[config.mk]
export PLATFORM = sky130hd
export DESIGN_NAME = tpf_table_access
export DESIGN_NICKNAME = d
export VERILOG_FILES = /design/src/inc/tpf_pkg.sv /design/src/rtl/tpf_table_access.sv /design/src/rtl/tpf_ptr_update.sv
export SDC_FILE = /design/constraint.sdc
export NUM_CORES = 1
export LEC_CHECK = 0
export BUFFER_PORTS_ARGS = -buffer_cell sky130_fd_sc_hd__buf_2
export CAP_MARGIN = 10
export CORE_MARGIN = 5
export CORE_UTILIZATION = 47
export CTS_BUF_LIST = sky130_fd_sc_hd__clkbuf_4 sky130_fd_sc_hd__clkbuf_8
export DETAILED_ROUTE_END_ITERATION = 10
export PLACE_DENSITY = 0.72
export SYNTH_ARGS = -nofsm -noshare
export SYNTH_HDL_FRONTEND = slang
export SYNTH_HIERARCHICAL = 1
export SYNTH_SLANG_ARGS = --single-unit
[constraint.sdc]
create_clock -name SYS_CLK -period 2.62 [get_ports SYS_CLK]
set_clock_uncertainty 0.15 [all_clocks]
set_input_delay 0.524 -clock SYS_CLK [delete_from_list [all_inputs] [get_ports SYS_CLK]]
set_output_delay 0.524 -clock SYS_CLK [all_outputs]
set_load 0.01 [all_outputs]
[src/inc/tpf_pkg.sv]
package tpf_pkg;
    // Register indices on the plain register port
    localparam logic [3:0] ADDR_PTR_LOW   = 4'h0;
    localparam logic [3:0] ADDR_PTR_HIGH  = 4'h1;
    localparam logic [3:0] ADDR_PTR_UPPER = 4'h2;
    localparam logic [3:0] ADDR_LATCH     = 4'h3;
    localparam logic [3:0] ADDR_CONTROL   = 4'h4;
    localparam logic [3:0] ADDR_KEY       = 4'h5;
    localparam logic [3:0] ADDR_TABLE_OP  = 4'h6;
    localparam logic [3:0] ADDR_STATUS    = 4'h7;

    // Control register field positions
    localparam int CTL_PROG_SEL   = 7;
    localparam int CTL_CFG_SEL    = 6;
    localparam int CTL_ROW_ERASE  = 4;
    localparam int CTL_ABORT      = 3;
    localparam int CTL_PERMIT     = 2;
    localparam int CTL_START      = 1;
    localparam logic [7:0] CTL_RESET = 8'h00;

    // Table op register: bit 2 = write, bits 1:0 = pointer mode
    localparam int OP_WRITE_BIT = 2;
    localparam logic [1:0] MODE_KEEP     = 2'h0;
    localparam logic [1:0] MODE_POST_INC = 2'h1;
    localparam logic [1:0] MODE_POST_DEC = 2'h2;
    localparam logic [1:0] MODE_PRE_INC  = 2'h3;

    localparam logic [7:0] KEY_FIRST  = 8'h55;
    localparam logic [7:0] KEY_SECOND = 8'haa;

    localparam int PTR_W      = 22;
    localparam int HOLD_N     = 8;
    localparam int PTR_SPACE  = 21;

    // Long write timing
    localparam int CLK_MHZ         = 100;
    localparam int LONG_WRITE_US   = 2000;
    localparam int LONG_WRITE_CYC  = LONG_WRITE_US * CLK_MHZ;
endpackage

[src/rtl/tpf_table_access.sv]
`timescale 1ns/1ps
module tpf_table_access #(
    parameter int LONG_WRITE_CYCLES = tpf_pkg::LONG_WRITE_CYC
) (
    // Clock and reset
    input  wire logic        SYS_CLK,
    input  wire logic        ARST_N,
    // Register port
    input  wire logic [3:0]  REG_ADDR,
    input  wire logic [7:0]  REG_WDATA,
    input  wire logic        REG_WR,
    input  wire logic        REG_RD,
    output logic      [7:0]  REG_RDATA,
    // Memory array side
    output logic      [21:0] MEM_RD_ADDR,
    input  wire logic [15:0] MEM_RD_WORD,
    input  wire logic [15:0] CFG_RD_WORD,
    output logic             MEM_PROG,
    output logic             MEM_ERASE,
    output logic      [21:0] MEM_BLOCK_ADDR,
    output logic      [63:0] MEM_PROG_DATA,
    // Core stall
    output logic             CORE_STALL
);
    typedef enum logic [1:0] {ST_IDLE, ST_READ, ST_LONG} tpf_state_e;

    localparam int TW = $clog2(LONG_WRITE_CYCLES + 1);

    ////////////////////////////////////////////////////////////////////////////
    // State

    tpf_state_e        state_q, state_d;
    logic [21:0]       ptr_q, ptr_d;
    logic [7:0]        latch_q, latch_d;
    logic [7:0]        hold_q [tpf_pkg::HOLD_N];
    logic [7:0]        hold_d [tpf_pkg::HOLD_N];
    logic              prog_sel_q = 1'b0;
    logic              prog_sel_d;
    logic              cfg_sel_q = 1'b0;
    logic              cfg_sel_d;
    logic              erase_sel_q, erase_sel_d;
    logic              permit_q, permit_d;
    logic              start_q, start_d;
    logic              abort_q, abort_d;
    logic [1:0]        key_q, key_d;
    logic [TW-1:0]     timer_q, timer_d;
    logic              rd_byte_q, rd_byte_d;
    logic [7:0]        rdata_q, rdata_d;
    logic [21:0]       blk_q, blk_d;
    logic              prog_q, prog_d;
    logic              erase_q, erase_d;
    logic [21:0]       rdaddr_q, rdaddr_d;
    logic              was_long_q;
    logic              abort_keep_q = 1'b0;

    logic [21:0]       acc_addr;
    logic [21:0]       upd_ptr;
    logic [7:0]        ctl_value;
    logic [15:0]       sel_word;

    tpf_ptr_update u_ptr (
        .ptr         (ptr_q),
        .mode        (REG_WDATA[1:0]),
        .access_addr (acc_addr),
        .next_ptr    (upd_ptr)
    );

    // Top pointer bit swaps in the ID/config space
    assign sel_word = rdaddr_q[tpf_pkg::PTR_SPACE] ? CFG_RD_WORD : MEM_RD_WORD;

    always_comb begin
        ctl_value = tpf_pkg::CTL_RESET;
        ctl_value[tpf_pkg::CTL_PROG_SEL]  = prog_sel_q;
        ctl_value[tpf_pkg::CTL_CFG_SEL]   = cfg_sel_q;
        ctl_value[tpf_pkg::CTL_ROW_ERASE] = erase_sel_q;
        ctl_value[tpf_pkg::CTL_ABORT]     = abort_q;
        ctl_value[tpf_pkg::CTL_PERMIT]    = permit_q;
        ctl_value[tpf_pkg::CTL_START]     = start_q;
    end

    ////////////////////////////////////////////////////////////////////////////
    // Next state

    always_comb begin
        state_d     = state_q;
        ptr_d       = ptr_q;
        latch_d     = latch_q;
        hold_d      = hold_q;
        prog_sel_d  = prog_sel_q;
        cfg_sel_d   = cfg_sel_q;
        erase_sel_d = erase_sel_q;
        permit_d    = permit_q;
        start_d     = start_q;
        abort_d     = abort_q;
        key_d       = key_q;
        timer_d     = timer_q;
        rd_byte_d   = rd_byte_q;
        rdata_d     = 8'h00;
        blk_d       = blk_q;
        prog_d      = 1'b0;
        erase_d     = 1'b0;
        rdaddr_d    = rdaddr_q;

        // Any access other than the key sequence breaks it; a control write breaks it only while idle
        if ((REG_WR || REG_RD) && !(REG_WR && REG_ADDR == tpf_pkg::ADDR_KEY)) begin
            if (!(REG_WR && REG_ADDR == tpf_pkg::ADDR_CONTROL)) begin
                key_d = 2'h0;
            end
        end

        if (REG_RD) begin
            case (REG_ADDR)
                tpf_pkg::ADDR_PTR_LOW:   rdata_d = ptr_q[7:0];
                tpf_pkg::ADDR_PTR_HIGH:  rdata_d = ptr_q[15:8];
                tpf_pkg::ADDR_PTR_UPPER: rdata_d = {2'h0, ptr_q[21:16]};
                tpf_pkg::ADDR_LATCH:     rdata_d = latch_q;
                tpf_pkg::ADDR_CONTROL:   rdata_d = ctl_value;
                tpf_pkg::ADDR_STATUS:    rdata_d = {7'h00, state_q != ST_IDLE};
                default:                 rdata_d = 8'h00;
            endcase
        end

        if (REG_WR && state_q == ST_IDLE) begin
            case (REG_ADDR)
                tpf_pkg::ADDR_PTR_LOW:   ptr_d[7:0]   = REG_WDATA;
                tpf_pkg::ADDR_PTR_HIGH:  ptr_d[15:8]  = REG_WDATA;
                tpf_pkg::ADDR_PTR_UPPER: ptr_d[21:16] = REG_WDATA[5:0];
                tpf_pkg::ADDR_LATCH:     latch_d      = REG_WDATA;
                tpf_pkg::ADDR_KEY: begin
                    if (key_q == 2'h0 && REG_WDATA == tpf_pkg::KEY_FIRST) begin
                        key_d = 2'h1;
                    end else if (key_q == 2'h1 && REG_WDATA == tpf_pkg::KEY_SECOND) begin
                        key_d = 2'h2;
                    end else begin
                        key_d = 2'h0;
                    end
                end
                tpf_pkg::ADDR_CONTROL: begin
                    prog_sel_d  = REG_WDATA[tpf_pkg::CTL_PROG_SEL];
                    cfg_sel_d   = REG_WDATA[tpf_pkg::CTL_CFG_SEL];
                    erase_sel_d = REG_WDATA[tpf_pkg::CTL_ROW_ERASE];
                    permit_d    = REG_WDATA[tpf_pkg::CTL_PERMIT];
                    // Abort flag is software clearable only
                    abort_d     = abort_q & REG_WDATA[tpf_pkg::CTL_ABORT];
                    key_d       = 2'h0;
                    if (REG_WDATA[tpf_pkg::CTL_START] && key_q == 2'h2
                        && REG_WDATA[tpf_pkg::CTL_PERMIT]
                        && REG_WDATA[tpf_pkg::CTL_PROG_SEL]
                        && !REG_WDATA[tpf_pkg::CTL_CFG_SEL]) begin
                        start_d = 1'b1;
                        state_d = ST_LONG;
                        timer_d = TW'(LONG_WRITE_CYCLES);
                        if (REG_WDATA[tpf_pkg::CTL_ROW_ERASE]) begin
                            blk_d   = {ptr_q[21:6], 6'h00};
                            erase_d = 1'b1;
                        end else begin
                            blk_d = {ptr_q[21:3], 3'h0};
                            prog_d = 1'b1;
                        end
                    end
                end
                tpf_pkg::ADDR_TABLE_OP: begin
                    ptr_d = upd_ptr;
                    if (REG_WDATA[tpf_pkg::OP_WRITE_BIT]) begin
                        hold_d[acc_addr[2:0]] = latch_q;
                    end else begin
                        rdaddr_d  = acc_addr;
                        rd_byte_d = acc_addr[0];
                        state_d   = ST_READ;
                    end
                end
                default: begin
                end
            endcase
        end

        case (state_q)
            ST_IDLE: begin
            end
            ST_READ: begin
                // Single byte per table read
                latch_d = rd_byte_q ? sel_word[15:8] : sel_word[7:0];
                state_d = ST_IDLE;
            end
            ST_LONG: begin
                if (timer_q <= TW'(1)) begin
                    state_d     = ST_IDLE;
                    start_d     = 1'b0;
                    erase_sel_d = 1'b0;
                end else begin
                    timer_d = timer_q - TW'(1);
                end
            end
            default: begin
                state_d = ST_IDLE;
            end
        endcase

        // Busy before the reset, idle since: the long write was cut short.
        // Placed last so the set wins over a software clear in the same cycle
        if (abort_keep_q && !was_long_q) begin
            abort_d = 1'b1;
        end
    end

    ////////////////////////////////////////////////////////////////////////////
    // Registers

    // Abort recorded on the first edge after a reset that hit a long write
    always_ff @(posedge SYS_CLK or negedge ARST_N) begin
        if (!ARST_N) begin
            was_long_q <= 1'b0;
        end else begin
            was_long_q <= (state_q == ST_LONG);
        end
    end

    always_ff @(posedge SYS_CLK or negedge ARST_N) begin
        if (!ARST_N) begin
            state_q     <= ST_IDLE;
            ptr_q       <= 22'h000000;
            latch_q     <= 8'h00;
            for (int i = 0; i < tpf_pkg::HOLD_N; i++) begin
                hold_q[i] <= 8'hff;
            end
            erase_sel_q <= 1'b0;
            permit_q    <= 1'b0;
            start_q     <= 1'b0;
            abort_q     <= 1'b0;
            key_q       <= 2'h0;
            timer_q     <= '0;
            rd_byte_q   <= 1'b0;
            rdata_q     <= 8'h00;
            blk_q       <= 22'h000000;
            prog_q      <= 1'b0;
            erase_q     <= 1'b0;
            rdaddr_q    <= 22'h000000;
        end else begin
            state_q     <= state_d;
            ptr_q       <= ptr_d;
            latch_q     <= latch_d;
            hold_q      <= hold_d;
            erase_sel_q <= erase_sel_d;
            permit_q    <= permit_d;
            start_q     <= start_d;
            abort_q     <= abort_d;
            key_q       <= key_d;
            timer_q     <= timer_d;
            rd_byte_q   <= rd_byte_d;
            rdata_q     <= rdata_d;
            blk_q       <= blk_d;
            prog_q      <= prog_d;
            erase_q     <= erase_d;
            rdaddr_q    <= rdaddr_d;
        end
    end

    // Space selects and the busy record ride through the async reset like a
    // power-kept store; reset only freezes them, power-up clears them
    always_ff @(posedge SYS_CLK) begin
        if (ARST_N) begin
            prog_sel_q   <= prog_sel_d;
            cfg_sel_q    <= cfg_sel_d;
            abort_keep_q <= (state_q == ST_LONG);
        end
    end

    ////////////////////////////////////////////////////////////////////////////
    // Outputs

    assign REG_RDATA      = rdata_q;
    assign MEM_RD_ADDR    = rdaddr_q;
    assign MEM_PROG       = prog_q;
    assign MEM_ERASE      = erase_q;
    assign MEM_BLOCK_ADDR = blk_q;
    assign CORE_STALL     = start_q;

    generate
        for (genvar g = 0; g < tpf_pkg::HOLD_N; g++) begin : g_hold
            assign MEM_PROG_DATA[g*8 +: 8] = hold_q[g];
        end
    endgenerate
endmodule

[src/rtl/tpf_ptr_update.sv]
`timescale 1ns/1ps
module tpf_ptr_update (
    // Pointer in and mode
    input  wire logic [21:0] ptr,
    input  wire logic [1:0]  mode,
    // Address used for access and pointer afterwards
    output logic      [21:0] access_addr,
    output logic      [21:0] next_ptr
);
    logic [20:0] inc_low;
    logic [20:0] dec_low;

    // Carry and borrow stay inside the low space
    assign inc_low = ptr[20:0] + 21'h1;
    assign dec_low = ptr[20:0] - 21'h1;

    always_comb begin
        access_addr = ptr;
        next_ptr    = ptr;
        case (mode)
            tpf_pkg::MODE_KEEP: begin
                next_ptr = ptr;
            end
            tpf_pkg::MODE_POST_INC: begin
                next_ptr = {ptr[21], inc_low};
            end
            tpf_pkg::MODE_POST_DEC: begin
                next_ptr = {ptr[21], dec_low};
            end
            tpf_pkg::MODE_PRE_INC: begin
                access_addr = {ptr[21], inc_low};
                next_ptr    = {ptr[21], inc_low};
            end
            default: begin
                next_ptr = ptr;
            end
        endcase
    end
endmodule

## Yosys cells after proc, flatten, opt, wreduce, memory -nomap -nowiden

Cells that the tools add are included.

| cells by class | value |
|---|---|
| add/sub/neg operators | 3 |
| magnitude comparators | 3 |
| equal/unequal tests | 19 |
| multiplexer cells | 53 |
| bitwise operators | 3 |
| reduce and logical (&&, ||, !) cells | 40 |

Operator list:

| operator | count |
|---|---|
| 18-bit two-way mux | 5 |
| 64-bit bitwise mux | 1 |
| 8-bit two-way mux | 6 |
| 8-bit case mux with 6 select lines | 1 |
| 21-bit case mux with 2 select lines | 1 |
| 8-bit case mux with 2 select lines | 2 |
| 8-bit demux with 3-bit select | 1 |
| 21-bit by 1-bit adder with 21-bit output, second input constant | 1 |
| 21-bit two-way mux | 1 |
| 3-bit AND reduction | 7 |
| 21-bit by 1-bit subtractor with 21-bit output, second input constant | 1 |
| 1-bit two-way mux | 20 |
| 18-bit by 1-bit less-or-equal comparator with 1-bit output, second input constant | 1 |
| 2-bit two-way mux | 9 |
| 18-bit by 1-bit subtractor with 18-bit output, second input constant | 1 |
| 4-bit by 3-bit == test with 1-bit output, second input constant | 4 |
| 16-bit two-way mux | 1 |
| 2-bit nonzero test | 8 |
| 1-bit logical AND | 12 |
| 2-bit case mux with 2 select lines | 3 |
| 6-bit case mux with 2 select lines | 1 |
| 2-bit == test, second input constant | 4 |
| 4-bit by 2-bit == test with 1-bit output, second input constant | 2 |
| 8-bit by 7-bit == test with 1-bit output, second input constant | 1 |
| other kinds (17) | 27 |

| storage, ports and cells | value |
|---|---|
| bits in registers | 179 |
| bits of input ports | 48 |
| output and inout bits | 119 |
| logic and storage cells | 151 |

## Depth between registers and ports, before layout

| logic depth | value |
|---|---|
| word-level depth | 10 |
| mapped depth | 9 |
| mapped depth without buffers | 8 |

## Modules after synthesis

Netlist, hierarchy kept.

Modules (own cells, without submodules):

| module | instances | cells an instance | area each (µm²) | sequential area each (µm²) |
|---|---|---|---|---|
| tpf_table_access | 1 | 652 | 7,827.5 | 4,474.3 |
| tpf_ptr_update | 1 | 157 | 1,033.5 | 0.0 |

## Worst setup path before layout

No wires, ideal clock.

| path | value |
|---|---|
| path kind | input-to-reg |
| start | input port REG_WDATA[0] |
| end | register hold_q, in the netlist MEM_PROG_DATA[32] |
| library setup time | 0.082 ns |
| data arrival time | 2.252 ns |
| required time | 2.388 ns |
| slack | 0.136 ns |
| stages | 7 |
| path buffers | 2 |
| cell sequence | clkbuf_1 -> nand3_1 -> xnor2_1 -> and3_1 -> or4b_1 -> buf_6 -> mux2_4 |

| between the ends | value |
|---|---|
| cells in the longest elaborated chain, start to end | 8 |
| elaborated cells between the ends (all ways) | 9 |
| those cells by class | order compare: 2; eq/ne: 1; mux: 4; bitwise: 1; reduce/logical: 1 |

Ends and longest elaborated chain:

| item | RTL line | text |
|---|---|---|
| start: declaration | tpf_table_access.sv:10 | `input wire logic [7:0] REG_WDATA,` |
| 2-bit == test (*) | tpf_ptr_update.sv:20 | `case (mode)` |
| 21-bit two-way mux (*) | tpf_ptr_update.sv:20 |  |
| via acc_addr[2] | tpf_table_access.sv:56 | `logic [21:0] acc_addr;` |
| 3-bit inverter with 4-bit output (not written as such) (*) | tpf_table_access.sv:165 | `hold_d[acc_addr[2:0]] = latch_q;` |
| 4-bit >= comparator (not written as such) or 4-bit by 1-bit less-than comparator with 1-bit output (tied branches) | tpf_table_access.sv:165 |  |
| 1-bit logical AND (not written as such) | tpf_table_access.sv:165 |  |
| 8-bit two-way mux (not written as such) | tpf_table_access.sv:165 |  |
| 8-bit demux with 3-bit select (*) | tpf_table_access.sv:165 |  |
| 64-bit bitwise mux (*) | tpf_table_access.sv:165 |  |
| end signal: assignment | tpf_table_access.sv:242 | `hold_q <= hold_d;` |
| end: declaration | tpf_table_access.sv:35 | `logic [7:0] hold_q [tpf_pkg::HOLD_N];` |

Mark *: on every way through the listed nets, which the timed path passes. The rest lies on a longest branch.
A chain may end at the register's enable or synchronous reset.

## Worst setup path in the final report

| path | value |
|---|---|
| start | register ptr_q[0] |
| end | register hold_q, in the netlist MEM_PROG_DATA[32] |

| between the ends | value |
|---|---|
| cells in the longest elaborated chain, start to end | 8 |
| elaborated cells between the ends (all ways) | 9 |
| those cells by class | add/sub: 1; order compare: 2; mux: 4; bitwise: 1; reduce/logical: 1 |

Ends and longest elaborated chain:

| item | RTL line | text |
|---|---|---|
| start: declaration | tpf_table_access.sv:33 | `logic [21:0] ptr_q, ptr_d;` |
| start signal: assignment | tpf_table_access.sv:240 | `ptr_q <= ptr_d;` |
| 21-bit by 1-bit adder with 21-bit output (*) | tpf_ptr_update.sv:14 | `assign inc_low = ptr[20:0] + 21'h1;` |
| 21-bit two-way mux (*) | tpf_ptr_update.sv:20 |  |
| via acc_addr[1] | tpf_table_access.sv:56 |  |
| 3-bit inverter with 4-bit output (not written as such) (*) | tpf_table_access.sv:165 |  |
| 4-bit >= comparator (not written as such) or 4-bit by 1-bit less-than comparator with 1-bit output (tied branches) | tpf_table_access.sv:165 |  |
| 1-bit logical AND (not written as such) | tpf_table_access.sv:165 |  |
| 8-bit two-way mux (not written as such) | tpf_table_access.sv:165 |  |
| 8-bit demux with 3-bit select (*) | tpf_table_access.sv:165 |  |
| 64-bit bitwise mux (*) | tpf_table_access.sv:165 |  |

Marked as above.

==> impl_metrics.toml <==
[clock_network]
clock_sinks = 175
worstSkewPairLatency_ns = 0.47
cts_buffer_depth = 2
clkSlewWorstSetupHoldPaths_ns = 0.11
cts_tree = "yes"
cts_buffers = 17
cts-root-buf = "clkbuf_8"
h-tree-depth = 4

[pwr]
power_mw = 6.835
power_per_cell_area_nw_per_um2 = 646.2
ir_drop_mv = 0.4102
p_leak_nw = 4.980

[placed_design]
dpl.hpwl_mm = 17.59
post-place-ws_ns = 0.06148
gp_congestion = 0.9293
io_buffer_count = 163

[run]
drv_cap = 0

[timing]
rsz0062_at_grt = "false"
post-route-min-period_ns = 2.485
finalHoldViolCount = 0
worst_pin_slew_ns = 1.102
slew_viol_final = 0
finalSetupViolCount = 0
fin_setup_tns_ns = 0
clock.fmax_mhz = 402.4
max_slew_margin = 0.2603
setup_slack_ns = 0.1349
period_share = 0.9485
fin_hold_ws_ns = 0.1996

[global_route]
grt_use_total = 0.2228
grt-ovfl-total = 0
grt_max_degree = 98
antenna_found_initial = 1
grt_pass1_wl_mm = 38.31
grt_pass1_vias = 6844

[synth]
yosysWarnings = 6
yosys.area_share.simple = 0.1631
netlist_instances = 809
synth-adder-area-share = 0.005648
synth.area.top_cells = "dfrtp_1 (30%), dfstp_2 (19%), mux2_2 (10%)"
ys_async_sr_fraction = 0.9829
synth_xor_area_frac = 0.04151
synthDistinctLibCells = 66
synth_area_um2 = 8861
synth_edf_count = 3
yosysTopAreaCell = "dfrtp_1"
synth_top_family_by_area = "multiplexers"
synthDominantCellAreaShare = 0.3050
synth.avg_cell_area_um2 = 10.95
synthMuxAreaShare = 0.1646
ys_seq_area_frac = 0.5049
synth_flop_cell = "dfrtp_1"
synth-compound-area-share = 0.08430
ys_ff_latch = 175

[route]
drt_iter0_drc = 574
dr.pass1.iters = 5
num_vias = 6915
avgRoutedWirePerCell_um = 19.31
finalWirelength_mm = 23.91
drc = 0
final_antenna_net_count = 0
viasPerCell = 5.586

[finish]
fin_util = 0.5673
drive_gt1_frac = 0.4297
nFillCells = 1633
area_delta_synth_final_pct = 19.36
fin_nets = 1042

[floorplanning]
initial_core_util = 0.4753
io_pins = 167
placementRows = 50
core-area_um2 = 18640
die_w_um = 147.3
die_h_um = 147.3
dieArea_um2 = 21700

[hold_path]
worstHoldPathType = "primary input to flip-flop"

[run_status]
outcome = "complete, no violations"

[critical_path]
crit_fanout = 8
worstSetupEndpointType = "flip-flop"
worstSetupStartpointType = "flip-flop"
crit_arrival_ns = 2.74
criticalPathCategory = "flip-flop to flip-flop"
cp.required_ns = 2.87
## through the flow
step | area (µm²) | cells
after detailed placement | 10120 | 1204
final | 10580 | 1238
after global placement | 10120 | 1204
after global routing | 10580 | 1238
after CTS | 10570 | 1237
after floorplan | 8869 | 811
## routing by layer
metal	up-vias	routed length, µm	global-route usage
met5	-	0	0
met4	0	440	0.07223
li1	3242	-	-
met2	258	11640	0.3601
met1	3385	10500	0.3062
met3	30	1331	0.04072
## report_power, final
group	total (mW)	switching, mW	internal [mW]
combinational	1.39	0.731	0.659
sequential	3.45	0.421	3.03
clock	1.99	1.22	0.772
total	6.83	2.38	4.46
## logic make-up (layout without fill, tap and decap cells)
| kind of cell | Yosys count | after routing |
|---|---|---|
| AO/OA/AOI/OAI | 121 | 121 |
| XOR/XNOR | 42 | 42 |
| adder cells (fa/ha/maj) | 4 | 4 |
| buffers and inverters | 69 | 261 |
| flip-flops | 175 | 175 |
| multiplexers | 119 | 119 |
| other | 1 | 4 |
| AND/OR/NAND/NOR | 278 | 278 |
## synthesized netlist by cell type, types with 3 or more instances
master / n
nand2b_1: 5
mux2i_1: 19
nor2_1: 40
or4_1: 4
buf_4: 7
and2_1: 3
nor4_2: 3
xor2_1: 13
mux4_2: 10
a222oi_1: 4
edfxtp_1: 3
nand2_1: 108
or2_2: 5
o21ai_0: 47
nor4_1: 12
nand3b_1: 10
a32oi_1: 5
buf_2: 11
dfrtp_1: 108
nor2b_1: 9
nand4_1: 9
nand3_1: 22
mux2_2: 82
buf_1: 7
or3_1: 9
inv_1: 12
a21oi_1: 28
o211ai_1: 6
o31ai_1: 7
clkbuf_1: 30
a22oi_1: 6
xnor2_1: 29
ha_1: 4
and3_1: 6
mux2_4: 8
nor3_1: 15
dfstp_2: 64
## layout make-up
class | count | area [µm²] | share of cell area
Sequential cell | 175 | 4474 | 0.4230
Timing Repair Buffer | 217 | 1242 | 0.1175
Clock buffer | 17 | 234.0 | 0.02212
Multi-Input combinational cell | 567 | 4089 | 0.3866
Inverter | 12 | 45.04 | 0.004259
Antenna cell | 1 | 2.502 | 0.0002366
Tap cell | 234 | 292.8 | 0.02768
Clock inverter | 15 | 196.4 | 0.01857
## flip-flops by register name, summed over array words and instances (netlist names), 2 cells and up
register / count
MEM_PROG_DATA: 64
REG_RDATA: 8
state_q: 2
latch_q: 8
MEM_BLOCK_ADDR: 19
ptr_q: 22
key_q: 2
timer_q: 18
MEM_RD_ADDR: 22
## critical path, cell delays in order (launching register included)
cell     delay [ns]
dfrtp_1        0.45
inv_1          0.06
ha_1           0.32
mux2_2         0.34
or4b_1         0.56
buf_4          0.22
mux2_4         0.31
## cell usage in the layout (no fill, tap or decap), drive strengths merged, types with 6 or more instances in the layout
cell,n
nand4,9
nand3b,10
mux4,10
clkbuf,17
mux2i,19
dfrtp,108
nand2,108
inv,24
o21ai,49
nand2b,6
or3,9
a21oi,28
xnor2,29
buf,216
and3,6
nor2,42
nor4,17
nand3,22
a22oi,6
nor2b,9
o31ai,7
mux2,90
dfstp,64
nor3,16
o211ai,6
xor2,13
## final timing paths
check | from | to | slack, ns | cells past startpoint
min | REG_WDATA[6] | cfg_sel_q$_DFFE_PP_ | 0.20 | 1
min in group asynchronous | ARST_N | permit_q$_DFFE_PN0P_ | 0.32 | 2
max in group asynchronous | ARST_N | MEM_PROG_DATA[25]$_DFFE_PN1P_ | 1.23 | 3
max reg2reg | ptr_q[0]$_DFFE_PN0P_ | MEM_PROG_DATA[32]$_DFFE_PN1P_ | 0.13 | 6
min reg2reg | was_long_q$_DFF_PN0_ | abort_q$_DFFE_PN0P_ | 0.29 | 1
max | ptr_q[0]$_DFFE_PN0P_ | MEM_PROG_DATA[32]$_DFFE_PN1P_ | 0.13 | 6
## repair_timing
action | CTS | global route
resized for setup | 0 | 1
endpoints found under the hold margin | 17 | 0
setup endpoints to repair | 0 | 2
hold buffers | 1 | 0
setup buffers | 0 | 0
(Power assumes the default switching activity.)
